==> config.mk <==
export PLATFORM = sky130hd
export DESIGN_NAME = elm_ctrl
export DESIGN_NICKNAME = d
export VERILOG_FILES = /design/src/include/elm_pkg.sv /design/src/core/elm_sync.sv /design/src/core/elm_ctrl.sv
export SDC_FILE = /design/constraint.sdc
export NUM_CORES = 1
export LEC_CHECK = 0
export BUFFER_PORTS_ARGS = -buffer_cell sky130_fd_sc_hd__buf_2
export CORE_ASPECT_RATIO = 1.1
export CORE_MARGIN = 1.5
export CORE_UTILIZATION = 39
export CTS_BUF_LIST = sky130_fd_sc_hd__clkbuf_4 sky130_fd_sc_hd__clkbuf_8
export CTS_CLUSTER_SIZE = 10
export DETAILED_ROUTE_END_ITERATION = 10
export GPL_TIMING_DRIVEN = 0
export PLACE_DENSITY = 0.67
export SYNTH_ARGS = -nofsm -noshare
export SYNTH_HDL_FRONTEND = slang
export SYNTH_SLANG_ARGS = --single-unit
==> constraint.sdc <==
create_clock -name clk -period 5.6 [get_ports clk]
set_clock_uncertainty 0.2 [all_clocks]
set_input_delay 1.12 -clock clk [delete_from_list [all_inputs] [get_ports clk]]
set_output_delay 1.12 -clock clk [all_outputs]
set_load 0.05 [all_outputs]
==> src/include/elm_pkg.sv <==
// Purpose: Shared constants for the four-channel E1 loopback and probe control block.
// Assumes: One 50 MHz clock; all pin inputs asynchronous to it.
// Notes:   Probe select codes and channel count live here.
package elm_pkg;

	localparam int unsigned NUM_CH     = 4;
	localparam int unsigned SEL_W      = 3;
	localparam int unsigned CH_IDX_W   = 2;
	localparam int unsigned CLK_MHZ    = 50;
	localparam int unsigned SYNC_STAGES = 2;
	// Per-channel pin vectors carried by the main synchroniser
	localparam int unsigned SYNC_VECS   = 8;
	// Probe paths: one receive and one transmit per channel
	localparam int unsigned NUM_PATHS   = 2 * NUM_CH;

	// Top select bit picks transmit side
	localparam int unsigned SEL_DIR_BIT = 2;
	localparam logic        SEL_DIR_RX  = 1'h0;
	localparam logic        SEL_DIR_TX  = 1'h1;

	// Loop type encoding on the loop type select pins
	localparam logic LOOP_LOCAL  = 1'h0;
	localparam logic LOOP_REMOTE = 1'h1;

	// Reset values of all registered outputs
	localparam logic RST_LEVEL = 1'h0;

	typedef enum {
		ELM_NORMAL,
		ELM_LOCAL_LOOP,
		ELM_REMOTE_LOOP
	} elm_loop_e;

endpackage : elm_pkg

==> src/core/elm_sync.sv <==
// Purpose: Two-flip-flop synchroniser for a bundle of asynchronous pin levels.
// Assumes: Inputs are levels, not single-cycle pulses.
// Notes:   First stage feeds only the second stage.
module elm_sync
	import elm_pkg::*;
#(
	parameter int unsigned WIDTH = 1
) (
	// Clock and reset
	input  wire logic             clk,
	input  wire logic             nrst,
	// Data
	input  wire logic [WIDTH-1:0] async_in,
	output logic      [WIDTH-1:0] sync_out
);

	logic [WIDTH-1:0] stage1;

	always_ff @(posedge clk or negedge nrst) begin
		if (!nrst) begin
			stage1   <= '0;
			sync_out <= '0;
		end else begin
			stage1   <= async_in;
			sync_out <= stage1;
		end
	end

endmodule : elm_sync

==> src/core/elm_ctrl.sv <==
// Purpose: Loopback routing, signal-absent flags, transmit enables and probe output for four E1 channels.
// Assumes: Analog front end supplies NRZ data and raw loss flags; all pins asynchronous to clk.
// Notes:   Every pin is synchronised, so outputs lag inputs by three clocks.
module elm_ctrl
	import elm_pkg::*;
(
	// Clock and reset
	input  wire logic              clk,
	input  wire logic              nrst,
	// Per-channel loop control pins
	input  wire logic [NUM_CH-1:0] loop_type_sel,
	input  wire logic [NUM_CH-1:0] loop_engage,
	// Transmit side from framer
	input  wire logic [NUM_CH-1:0] tx_plus_data,
	input  wire logic [NUM_CH-1:0] tx_minus_data,
	input  wire logic [NUM_CH-1:0] tx_timing_in,
	input  wire logic [NUM_CH-1:0] tx_driver_enable,
	// Receive side from line slicers
	input  wire logic [NUM_CH-1:0] rx_line_plus,
	input  wire logic [NUM_CH-1:0] rx_line_minus,
	input  wire logic [NUM_CH-1:0] loss_detect,
	// Probe control
	input  wire logic              probe_sel_bit0,
	input  wire logic              probe_sel_bit1,
	input  wire logic              probe_sel_bit2,
	input  wire logic              probe_out_enable,
	// Receive outputs to framer
	output logic      [NUM_CH-1:0] rx_plus_data,
	output logic      [NUM_CH-1:0] rx_minus_data,
	output logic      [NUM_CH-1:0] signal_absent,
	// Transmit line side outputs
	output logic      [NUM_CH-1:0] tx_line_plus,
	output logic      [NUM_CH-1:0] tx_line_minus,
	output logic      [NUM_CH-1:0] tx_line_oe,
	output logic      [NUM_CH-1:0] tx_timing_out,
	// Probe output as three-state pin
	output logic                   probe_out,
	output logic                   probe_out_oe
);

	// Main bundle: per-channel pin vectors, then select code, then probe enable
	localparam int unsigned IN_W = SYNC_VECS * NUM_CH + SEL_W + 1;

	logic [IN_W-1:0]   raw_in;
	logic [IN_W-1:0]   sync_in;
	logic [NUM_CH-1:0] s_type;
	logic [NUM_CH-1:0] s_engage;
	logic [NUM_CH-1:0] s_txp;
	logic [NUM_CH-1:0] s_txn;
	logic [NUM_CH-1:0] s_tclk;
	logic [NUM_CH-1:0] s_txen;
	logic [NUM_CH-1:0] s_rxp;
	logic [NUM_CH-1:0] s_rxn;
	logic [NUM_CH-1:0] s_loss;
	logic [SEL_W-1:0]  s_sel;
	logic              s_pen;

	assign raw_in = {loop_type_sel, loop_engage, tx_plus_data, tx_minus_data,
		tx_timing_in, tx_driver_enable, rx_line_plus, loss_detect,
		probe_sel_bit2, probe_sel_bit1, probe_sel_bit0, probe_out_enable};

	// Minus data of receive travels alongside the bundle for equal latency
	elm_sync #(
		.WIDTH(IN_W)
	) u_sync_main (
		.clk      (clk),
		.nrst     (nrst),
		.async_in (raw_in),
		.sync_out (sync_in)
	);

	elm_sync #(
		.WIDTH(NUM_CH)
	) u_sync_rxn (
		.clk      (clk),
		.nrst     (nrst),
		.async_in (rx_line_minus),
		.sync_out (s_rxn)
	);

	// Unpack in the same order as raw_in
	assign {s_type, s_engage, s_txp, s_txn, s_tclk, s_txen, s_rxp, s_loss, s_sel, s_pen} = sync_in;

	// Per-channel loop state
	elm_loop_e          loop_state [NUM_CH];
	logic [NUM_CH-1:0]  local_on;
	logic [NUM_CH-1:0]  remote_on;
	logic [NUM_CH-1:0]  next_rxp;
	logic [NUM_CH-1:0]  next_rxn;
	logic [NUM_CH-1:0]  next_txp;
	logic [NUM_CH-1:0]  next_txn;

	// Engage gates the loop; the type pin alone never loops a channel
	always_comb begin
		for (int i = 0; i < NUM_CH; i++) begin
			if (!s_engage[i]) begin
				loop_state[i] = ELM_NORMAL;
			end else if (s_type[i] == LOOP_REMOTE) begin
				loop_state[i] = ELM_REMOTE_LOOP;
			end else begin
				loop_state[i] = ELM_LOCAL_LOOP;
			end
		end
	end

	always_comb begin
		for (int i = 0; i < NUM_CH; i++) begin
			case (loop_state[i])
				ELM_LOCAL_LOOP: begin
					local_on[i]  = 1'h1;
					remote_on[i] = 1'h0;
				end
				ELM_REMOTE_LOOP: begin
					local_on[i]  = 1'h0;
					remote_on[i] = 1'h1;
				end
				default: begin
					local_on[i]  = 1'h0;
					remote_on[i] = 1'h0;
				end
			endcase
		end
	end

	// Local loop feeds transmit data back to receive outputs
	assign next_rxp = (local_on & s_txp) | (~local_on & s_rxp);
	assign next_rxn = (local_on & s_txn) | (~local_on & s_rxn);
	// Remote loop sends received line data back out to the line
	assign next_txp = (remote_on & s_rxp) | (~remote_on & s_txp);
	assign next_txn = (remote_on & s_rxn) | (~remote_on & s_txn);

	// Probe path decode: the whole 3-bit code picks exactly one of eight paths
	logic [CH_IDX_W-1:0]  probe_ch;
	logic                 probe_dir;
	logic [NUM_CH-1:0]    ch_hot;
	logic                 rx_side;
	logic                 tx_side;
	logic [NUM_CH-1:0]    rx_path_nrz;
	logic [NUM_CH-1:0]    tx_path_nrz;
	logic [NUM_PATHS-1:0] path_hot;
	logic [NUM_PATHS-1:0] path_nrz;
	logic                 next_probe;

	// A path is the OR of its two NRZ rails, taken after loopback
	assign rx_path_nrz = next_rxp | next_rxn;
	assign tx_path_nrz = next_txp | next_txn;
	assign path_nrz    = {tx_path_nrz, rx_path_nrz};

	assign probe_ch    = s_sel[CH_IDX_W-1:0];
	assign probe_dir   = s_sel[SEL_DIR_BIT];
	assign ch_hot      = NUM_CH'(1) << probe_ch;
	assign rx_side     = (probe_dir == SEL_DIR_RX);
	assign tx_side     = (probe_dir == SEL_DIR_TX);
	// One-hot gating, so two paths can never mix on the probe
	assign path_hot    = {ch_hot & {NUM_CH{tx_side}}, ch_hot & {NUM_CH{rx_side}}};
	assign next_probe  = |(path_hot & path_nrz);

	// Receive outputs carry the looped or received rails
	always_ff @(posedge clk or negedge nrst) begin
		if (!nrst) begin
			rx_plus_data  <= {NUM_CH{RST_LEVEL}};
			rx_minus_data <= {NUM_CH{RST_LEVEL}};
		end else begin
			rx_plus_data  <= next_rxp;
			rx_minus_data <= next_rxn;
		end
	end

	// Line side follows loopback; the timing pin is only passed through
	always_ff @(posedge clk or negedge nrst) begin
		if (!nrst) begin
			tx_line_plus  <= {NUM_CH{RST_LEVEL}};
			tx_line_minus <= {NUM_CH{RST_LEVEL}};
			tx_timing_out <= {NUM_CH{RST_LEVEL}};
		end else begin
			tx_line_plus  <= next_txp;
			tx_line_minus <= next_txn;
			tx_timing_out <= s_tclk;
		end
	end

	// No persistence filter here: the analog detector already decides loss
	always_ff @(posedge clk or negedge nrst) begin
		if (!nrst) begin
			signal_absent <= {NUM_CH{RST_LEVEL}};
		end else begin
			signal_absent <= s_loss;
		end
	end

	// Independent of loopback; low in reset keeps every line released
	always_ff @(posedge clk or negedge nrst) begin
		if (!nrst) begin
			tx_line_oe <= {NUM_CH{RST_LEVEL}};
		end else begin
			tx_line_oe <= s_txen;
		end
	end

	// Probe value keeps tracking while released; only the enable marks high-Z
	always_ff @(posedge clk or negedge nrst) begin
		if (!nrst) begin
			probe_out    <= RST_LEVEL;
			probe_out_oe <= RST_LEVEL;
		end else begin
			probe_out    <= next_probe;
			probe_out_oe <= s_pen;
		end
	end

endmodule : elm_ctrl

# Word level (Yosys, flattened, before mapping)
# Index checks and enable logic that the tools add are counted.
dict set report word_totals {
  register_bits 110
  latchBits 0
  ram_bits 0
  romBits 0
  inputBits 42
  output_inout_bits 30
  word_cells 59
  memories 0
}
dict set report classes {
  addsub 0
  mul 0
  div_mod_pow 0
  magnitude_cmp 0
  n_eq_ne 8
  n_shift 1
  mux 16
  bitwise 20
  n_reduce_logical 1
}
# operator n
set ops {}
lappend ops {{$eq 32x1->1 const B} 4}
lappend ops {{$eq 32x2->1 const B} 4}
lappend ops {{$mux 32} 4}
lappend ops {{$and 4x4->4} 10}
lappend ops {{$or 4x4->4} 6}
lappend ops {{$and 8x8->8} 1}
lappend ops {{$mux 1} 8}
lappend ops {{$mux 2} 4}
lappend ops {{$not 4->4} 2}
lappend ops {{$reduce_or 8->1} 1}
lappend ops {{$shl 1x2->4 const A} 1}
lappend ops {{$not 1->1} 1}

# Logic depth before layout (Yosys ltp)
# Gate-level depths: netlist (run 1).
dict set report depth {
  word_depth 10
  depth_mapped 4
}

# Cells and area by module
# From an unflattened synthesis (run 1), not the netlist that was laid out.
dict set report unflattened {
  cells_unflattened 158
  hier_area_um2 3125.5
}
# mod n_inst cells_each area_per_inst_um2
set by_module_without_submodules {}
lappend by_module_without_submodules {{elm_sync at u_sync_main} 1 72 1801.7}
lappend by_module_without_submodules {elm_ctrl 1 78 1123.6}
lappend by_module_without_submodules {{elm_sync at u_sync_rxn} 1 8 200.2}

# Worst setup path after synthesis (run 1)
# No wires, ideal clock.
dict set report synth_timing {
  path_kind {reg2reg}
  start {register u_sync_main.sync_out[31]}
  end {register probe_out}
  t_arrival_ns 1.604
  path_slack_ns 3.657
  path_stages_with_launch 5
  n_path_buf 0
  period_less_slack_ns 1.943
  cell_sequence {dfrtp_1 > nor2b_4 > or4_1 > and4_1 > or4_1}
}
dict set report synth_between {
  elab_chain_cells 9
  word_cells_on_any_way 23
  classes_between {eq/ne (2); mux (3); bitwise (17); reduce/logical (1)}
}
# item line_no
set synth_rtl {}
lappend synth_rtl {{from (decl)} elm_sync.sv:14} ;# output logic [WIDTH-1:0] sync_out
lappend synth_rtl {{from (signal assigned)} elm_sync.sv:25} ;# sync_out <= stage1;
lappend synth_rtl {{$mux 32 *} elm_ctrl.sv:96} ;# if (!s_engage[i]) begin
lappend synth_rtl {{$eq 32x1->1 or $eq 32x2->1 (tied branches)} elm_ctrl.sv:108} ;# case (loop_state[i])
lappend synth_rtl {{$mux 1} elm_ctrl.sv:108}
lappend synth_rtl {{$not 4->4, on equally long branches} -}
lappend synth_rtl {{$and 4x4->4, on equally long branches} -}
lappend synth_rtl {{$or 4x4->4, on equally long branches} -}
lappend synth_rtl {{$or 4x4->4, on equally long branches} {elm_ctrl.sv:145, elm_ctrl.sv:146}}
lappend synth_rtl {{$and 8x8->8 *} elm_ctrl.sv:156} ;# assign next_probe = |(path_hot & path_nrz);
lappend synth_rtl {{$reduce_or 8->1 *} elm_ctrl.sv:156}
lappend synth_rtl {{net next_probe} elm_ctrl.sv:142} ;# logic next_probe;
lappend synth_rtl {{to (signal assigned)} elm_ctrl.sv:206} ;# probe_out <= next_probe;
lappend synth_rtl {{to (decl)} elm_ctrl.sv:37} ;# output logic probe_out,
# Mark *: on every way through the listed nets, which the timed path passes. The rest lies on a longest branch.

# Worst setup path after layout (run 1)
dict set report layout_timing {
  start {register tx_line_plus[0]}
  end {output port tx_line_plus[0]}
}
# item line_no
set layout_lines {}
lappend layout_lines {{from (decl)} elm_ctrl.sv:32} ;# output logic [NUM_CH-1:0] tx_line_plus,
lappend layout_lines {{from (signal assigned)} elm_ctrl.sv:172} ;# tx_line_plus <= {NUM_CH{RST_LEVEL}};
lappend layout_lines {{from (signal assigned)} elm_ctrl.sv:176} ;# tx_line_plus <= next_txp;
# No word-level cell between the ends.

==> impl_metrics.env, run 1 <==
export IMPL_run_status="complete, no violations"
export IMPL_cts_resized_gates=0
export IMPL_worst_tran_pin_value_ns=0.651
export IMPL_setup_viol=0
export IMPL_ys_warns=0
export IMPL_multiInputGateArea_um2=358
export IMPL_antenna_found_initial=0
export IMPL_final_hold_viol_count=0
export IMPL_worst_path_max_fanout=1
export IMPL_num_rows=34
export IMPL_final_common_cell="sky130_fd_sc_hd__dfrtp_1"
export IMPL_route_detailed_wl_per_inst_um=12.9
export IMPL_clk_pin_slew_worst_paths_ns=0.09
export IMPL_clock_sinks=110
export IMPL_register_area_um2=2750
export IMPL_mostFrequentLayoutCells="sky130_fd_sc_hd__dfrtp_1, sky130_fd_sc_hd__buf_2, sky130_fd_sc_hd__mux2_2, sky130_fd_sc_hd__clkbuf_8"
export IMPL_place_ws_ns=3.49
export IMPL_ys_ff_latch=110
export IMPL_cts_tree="built"
export IMPL_post_synth_inst_count=157
export IMPL_syn_area_um2=3120
export IMPL_setup_slack_ns=3.31
export IMPL_cp_slowest_stage_delay_ns=0.35
export IMPL_post_route_min_period_ns=2.29
export IMPL_worst_skew_late_latency_ns=0.35
export IMPL_yosysUniqueCellTypes=15
export IMPL_whs_endpoint="u_sync_rxn.sync_out[0]$_DFF_PN0_"
export IMPL_cts_root_buf="sky130_fd_sc_hd__clkbuf_8"
export IMPL_drt_total_wl_mm=4.56
export IMPL_grt_pass1_wl_mm=7.50
export IMPL_initial_core_util=0.398
export IMPL_synth_net_count=199
export IMPL_finish_net_count=282
export IMPL_power_static_leakage_nw=1.82
export IMPL_cap_violations=0
export IMPL_cts_inserted_buffers=9
export IMPL_dieArea_um2=8540
export IMPL_period_share=0.408
export IMPL_post_drt_via_cell_ratio=4.24
export IMPL_antenna_violating_nets_post_route=0
export IMPL_synthesis_area_per_instance_um2=19.9
export IMPL_vdd_ir_drop_worst_mv=0.191
export IMPL_final_core_utilization=0.490
export IMPL_timing_slew_headroom=0.566
export IMPL_grt_max_degree=60
export IMPL_reg2reg_depth=4
export IMPL_timing_reg2reg_setup_slack_ns=3.54
export IMPL_die_height_um=96.8
export IMPL_timing_rr_end="probe_out$_DFF_PN0_"
export IMPL_areaGrowthSynthToFinish_pct=23.1
export IMPL_slew_violations=0
export IMPL_first_global_vias=1625
export IMPL_dr_first_iter_drc_count=36
export IMPL_htree_num_levels=3
export IMPL_numPortBuffers=71
export IMPL_timing_critical_path_cells="buf_2"
export IMPL_crit_path_top_delay_cell="sky130_fd_sc_hd__dfrtp_1"
export IMPL_gp_routability_congestion=0.761
export IMPL_critPathRequiredTime_ns=4.28
export IMPL_clk_path_buf_depth=2
export IMPL_core_area_um2=7830
export IMPL_detailed_place_hpwl_mm=3.05
export IMPL_drive_gt1_frac=0.412
export IMPL_fin_hold_ws_ns=0.149
export IMPL_unrepaired_setup_endpoints_after_global_routing="no"
export IMPL_setup_worst_path_start_class="flip-flop"
export IMPL_grt_overflow_total=0
export IMPL_holdCritStartpoint="u_sync_rxn.stage1[0]$_DFF_PN0_"
export IMPL_drt_first_pass_iters=4
export IMPL_fin_tns_setup_ns=0
export IMPL_clock_fmax_mhz=438
export IMPL_routed_via_count=1498
export IMPL_worstPathBufferInverterCount=1
export IMPL_p_per_cell_area_nw_per_um2=374
export IMPL_crit_arrival_ns=0.97
export IMPL_io_pin_count=72
export IMPL_drt_drc_violations_left=0
export IMPL_ctsHoldBuffers=0
export IMPL_global_route_usage_over_all_layers=0.120
export IMPL_holdPathStages=0
export IMPL_worst_path_dominant_cell_family="flip-flops"
export IMPL_worst_r2r_startpoint="u_sync_main.sync_out[31]$_DFF_PN0_"
export IMPL_postCtsSetupRepairBufs=0
export IMPL_timing_setup_critical_path_class="flip-flop to output port"
export IMPL_n_fill_cell=708
export IMPL_fin_area_um2=3840
export IMPL_cp_end_kind="output port"
export IMPL_die_w_um=88.3
export IMPL_min_path_type="flip-flop to flip-flop"
export IMPL_antenna_cells_inserted=0
export IMPL_dpl_cell_area_um2=3640
export IMPL_seq_area_frac_synth=0.883
==> metrics by stage <==
stage / std cells / total power [mW]
3_5_place_dp: 337 / 0.991
6_report: 353 / 1.44
4_1_cts: 353 / 1.46
5_1_grt: 353 / 1.50
3_3_place_gp: 336 / 0.986
2_1_floorplan: 157 / 0.936
==> cells in the mapped netlist <==
master,number,area [um2]
sky130_fd_sc_hd__dfrtp_1,110,2750
sky130_fd_sc_hd__nand2_1,4,15.0
sky130_fd_sc_hd__a21oi_1,2,10.0
sky130_fd_sc_hd__inv_1,2,7.51
sky130_fd_sc_hd__nor2b_1,6,37.5
sky130_fd_sc_hd__and4_1,1,8.76
sky130_fd_sc_hd__nor4bb_1,1,10.0
sky130_fd_sc_hd__o21ai_0,6,30.0
sky130_fd_sc_hd__mux2i_1,2,20.0
sky130_fd_sc_hd__nor4_1,1,6.26
sky130_fd_sc_hd__mux2_2,12,135
sky130_fd_sc_hd__mux2_1,4,45.0
sky130_fd_sc_hd__nor2b_4,1,13.8
sky130_fd_sc_hd__nor2_1,3,11.3
sky130_fd_sc_hd__or4_1,2,15.0
==> sequential cells by signal, summed over array words and instances (netlist names) <==
signal	count
probe_out	1
probe_out_oe	1
rx_minus_data	4
rx_plus_data	4
signal_absent	4
tx_line_minus	4
tx_line_oe	4
tx_line_plus	4
tx_timing_out	4
u_sync_main.stage1	36
u_sync_main.sync_out	36
u_sync_rxn.stage1	4
u_sync_rxn.sync_out	4
==> worst register-to-register path: stages (launching register included) <==
cell and delay, ns:
sky130_fd_sc_hd__dfrtp_1 0.41, sky130_fd_sc_hd__nor2b_4 0.14, sky130_fd_sc_hd__or4_1 0.48, sky130_fd_sc_hd__and4_1 0.21, sky130_fd_sc_hd__or4_1 0.50
==> area by class of cell <==
cell class              instances  share of cell area
repair buffers                 72               0.100
multi-input cells              45              0.0933
well taps                     108              0.0352
clock inverters                 5              0.0157
inverters                       2             0.00196
flip-flops and latches        110               0.717
clock buffers                  11              0.0362
==> cells by family (layout without fill, tap and decap cells) <==
| kind of cell | after synthesis | count (layout) | share of synthesized area |
|---|---|---|---|
| compound gates | 8 | 8 | 0.0128 |
| simple gates | 19 | 19 | 0.0377 |
| flops | 110 | 110 | 0.883 |
| mux | 18 | 18 | 0.0642 |
| buf+inv | 2 | 90 | 0.00241 |
==> where the power goes <==
| part | internal (mW) | total [mW] | switching, mW |
|---|---|---|---|
| clock network | 0.218 | 0.463 | 0.245 |
| logic | 0.0347 | 0.121 | 0.0859 |
| registers | 0.837 | 0.852 | 0.0152 |
==> metal layers <==
metal / part of all wire / wire length [um] / GRT usage / up-vias
li1: - / - / - / 683
met5: 0 / 0 / 0 / -
met2: 0.47 / 2160 / 0.180 / 60
met3: 0.089 / 407 / 0.0529 / 10
met4: 0.023 / 105 / 0.0673 / 0
met1: 0.41 / 1890 / 0.143 / 745
==> worst max-delay path by stage <==
stage	start	endpoint	cells past startpoint
2_1_floorplan	u_sync_main.sync_out[31]$_DFF_PN0_	probe_out$_DFF_PN0_	4
3_3_place_gp	nrst	tx_timing_out[0]$_DFF_PN0_	1
3_5_place_dp	nrst	u_sync_main.sync_out[14]$_DFF_PN0_	2
4_1_cts	tx_line_oe[0]$_DFF_PN0_	tx_line_oe[0]	1
5_1_grt	tx_line_oe[0]$_DFF_PN0_	tx_line_oe[0]	1
6_report	tx_line_plus[0]$_DFF_PN0_	tx_line_plus[0]	1
Note: power is estimated with default switching activity, not from simulation.
==> inputs of run 2 (changes only) <==
PLACE_DENSITY = 0.69   (was 0.67)
clock period = 2 ns   (was 5.6 ns; I/O delays follow)
==> run 2 against run 1 <==
Compared with the run above: sequential share of layout area fell by 7.2 points; via count rose by 7.4%; largest cell class unchanged; critical path type is now flip-flop to flip-flop; final cell count rose by 12%; combinational power rose to 3.3 times the previous value; largest power group unchanged.
==> impl_metrics.env, run 2 (synthesized netlist as in run 1, its figures left out) <==
export IMPL_slew_violations=0
export IMPL_antenna_cells_inserted=0
export IMPL_crit_arrival_ns=1.97
export IMPL_clock_fmax_mhz=513
export IMPL_run_status="complete, no violations"
export IMPL_grt_overflow_total=0
export IMPL_final_common_cell="sky130_fd_sc_hd__dfrtp_1"
export IMPL_post_drt_via_cell_ratio=4.07
export IMPL_grt_pass1_wl_mm=7.60
export IMPL_top_usage_layer="met2"
export IMPL_routed_via_count=1609
export IMPL_timing_setup_critical_path_class="flip-flop to flip-flop"
export IMPL_antenna_found_initial=0
export IMPL_cap_violations=0
export IMPL_dieArea_um2=8540
export IMPL_dpl_cell_area_um2=3640
export IMPL_cts_tree="built"
export IMPL_power_frac_seq=0.591
export IMPL_clk_pin_slew_worst_paths_ns=0.09
export IMPL_finish_net_count=325
export IMPL_gr_usage_met2=0.207
export IMPL_critPathRequiredTime_ns=2.02
export IMPL_final_hold_viol_count=0
export IMPL_die_height_um=96.8
export IMPL_post_route_min_period_ns=1.95
export IMPL_clock_sinks=110
export IMPL_core_area_um2=7830
export IMPL_first_global_vias=1697
export IMPL_num_rows=34
export IMPL_worst_tran_pin_value_ns=0.632
export IMPL_period_share=0.975
export IMPL_global_route_usage_over_all_layers=0.123
export IMPL_grt_met1_usage=0.129
export IMPL_worst_path_max_fanout=4
export IMPL_unrepaired_setup_endpoints_after_global_routing="no"
export IMPL_numPortBuffers=71
export IMPL_vdd_ir_drop_worst_mv=0.615
export IMPL_initial_core_util=0.398
export IMPL_net_switching_power_mw=0.938
export IMPL_worst_path_dominant_cell_family="simple AND/OR/NAND/NOR gates"
export IMPL_dr_first_iter_drc_count=56
export IMPL_drt_first_pass_iters=3
export IMPL_timing_critical_path_cells="nor2b_4 > or4_4 > and4_1 > or4_1"
export IMPL_power_switching_fraction=0.233
export IMPL_worstPathBufferInverterCount=0
export IMPL_fin_tns_setup_ns=0
export IMPL_antenna_violating_nets_post_route=0
export IMPL_drt_drc_violations_left=0
export IMPL_areaGrowthSynthToFinish_pct=37.0
export IMPL_setup_worst_path_start_class="flip-flop"
export IMPL_top_regs="u_sync_main.stage1: 36 flops, u_sync_main.sync_out: 36 flops"
export IMPL_timing_slew_headroom=0.579
export IMPL_p_clk_frac=0.308
export IMPL_drt_total_wl_mm=4.71
export IMPL_power_frac_comb=0.100
export IMPL_cts_root_buf="sky130_fd_sc_hd__clkbuf_8"
export IMPL_clk_path_buf_depth=2
export IMPL_min_path_type="flip-flop to flip-flop"
export IMPL_io_pin_count=72
export IMPL_grt_max_degree=61
export IMPL_grt_met3_usage=0.0401
export IMPL_cp_end_kind="flip-flop"
export IMPL_htree_num_levels=3
export IMPL_fin_area_um2=4270
export IMPL_gp_routability_congestion=0.755
export IMPL_drive_gt1_frac=0.369
export IMPL_mostFrequentLayoutCells="sky130_fd_sc_hd__dfrtp_1, sky130_fd_sc_hd__buf_2, sky130_fd_sc_hd__dlygate4sd3_1, sky130_fd_sc_hd__mux2_2, sky130_fd_sc_hd__clkbuf_8"
export IMPL_cts_inserted_buffers=9
export IMPL_detailed_place_hpwl_mm=2.90
export IMPL_p_per_cell_area_nw_per_um2=945
export IMPL_setup_viol=0
export IMPL_internal_power_mw=3.10
export IMPL_worst_skew_late_latency_ns=0.35
export IMPL_cp_slowest_stage_delay_ns=0.47
export IMPL_crit_path_top_delay_cell="sky130_fd_sc_hd__or4_4"
export IMPL_route_detailed_wl_per_inst_um=11.9
export IMPL_power_static_leakage_nw=2.00
export IMPL_die_w_um=88.3
==> run 2: cell types whose count changed in the layout (fill, tap and decap cells not counted), sizes merged <==
cell / delta
dlygate4sd3: +41
clkinvlp: -1
buf: +2
==> run 2: per-layer routing <==
metal	wire length, um	up-vias
met5	0	-
met4	129	0
met3	233	14
met2	2540	47
met1	1800	785
li1	-	763
==> run 2: through the flow <==
stage	total power, mW	instances	hold slack [ns]	util	worst slack (ns)
after floorplan	2.62	157	-0.0956	-	0.0574
after global placement	2.76	336	0.132	0.461	-0.734
after detailed placement	2.77	337	0.135	0.465	-0.0743
after CTS	4.10	396	0.150	0.544	-0.00378
after global routing	4.22	395	0.159	0.546	0.00235
final	4.03	395	0.148	0.546	0.0495
==> run 2: worst register-to-register path, stage by stage (launching register included) <==
cell,delay [ns]
sky130_fd_sc_hd__dfrtp_1,0.39
sky130_fd_sc_hd__nor2b_4,0.14
sky130_fd_sc_hd__or4_4,0.47
sky130_fd_sc_hd__and4_1,0.16
sky130_fd_sc_hd__or4_1,0.46
==> run 2: layout make-up <==
class | count | area [um2]
fill | 651 | 3560
sequential | 110 | 2750
timing repair buffer | 115 | 811
multi-input combinational | 45 | 375
clock buffer | 11 | 139
tap | 108 | 135
clock inverter | 4 | 48.8
inverter | 2 | 7.51
==> run 2: repair_timing <==
item,CTS,global route
gates cloned,0,0
buffers inserted,3,0
endpoints found under the setup margin,1,1
pin swaps,1,3
hold buffers,41,0
endpoints found under the hold margin,90,0
gates resized for setup,1,4
==> run 2: path summary, 6_finish.rpt <==
path | cells after the start | start | slack (ns) | to
setup / recovery | 4 | u_sync_main.sync_out[31]$_DFF_PN0_ | 0.05 | probe_out$_DFF_PN0_
hold / removal | 0 | u_sync_main.stage1[3]$_DFF_PN0_ | 0.15 | u_sync_main.sync_out[3]$_DFF_PN0_
setup reg to reg | 4 | u_sync_main.sync_out[31]$_DFF_PN0_ | 0.05 | probe_out$_DFF_PN0_
hold reg to reg | 0 | u_sync_main.stage1[3]$_DFF_PN0_ | 0.15 | u_sync_main.sync_out[3]$_DFF_PN0_
max in group asynchronous | 3 | nrst | 0.49 | tx_timing_out[0]$_DFF_PN0_
min in group asynchronous | 2 | nrst | 0.41 | rx_plus_data[0]$_DFF_PN0_
==> run 2: power by group through the flow <==
stage | clock network (mW) | registers (mW) | logic, mW
floorplan | 0 | 2.57 | 0.0499
global placement | 0 | 2.43 | 0.330
detailed placement | 0 | 2.43 | 0.341
CTS | 1.31 | 2.39 | 0.410
global route | 1.39 | 2.40 | 0.433
finish | 1.24 | 2.39 | 0.405
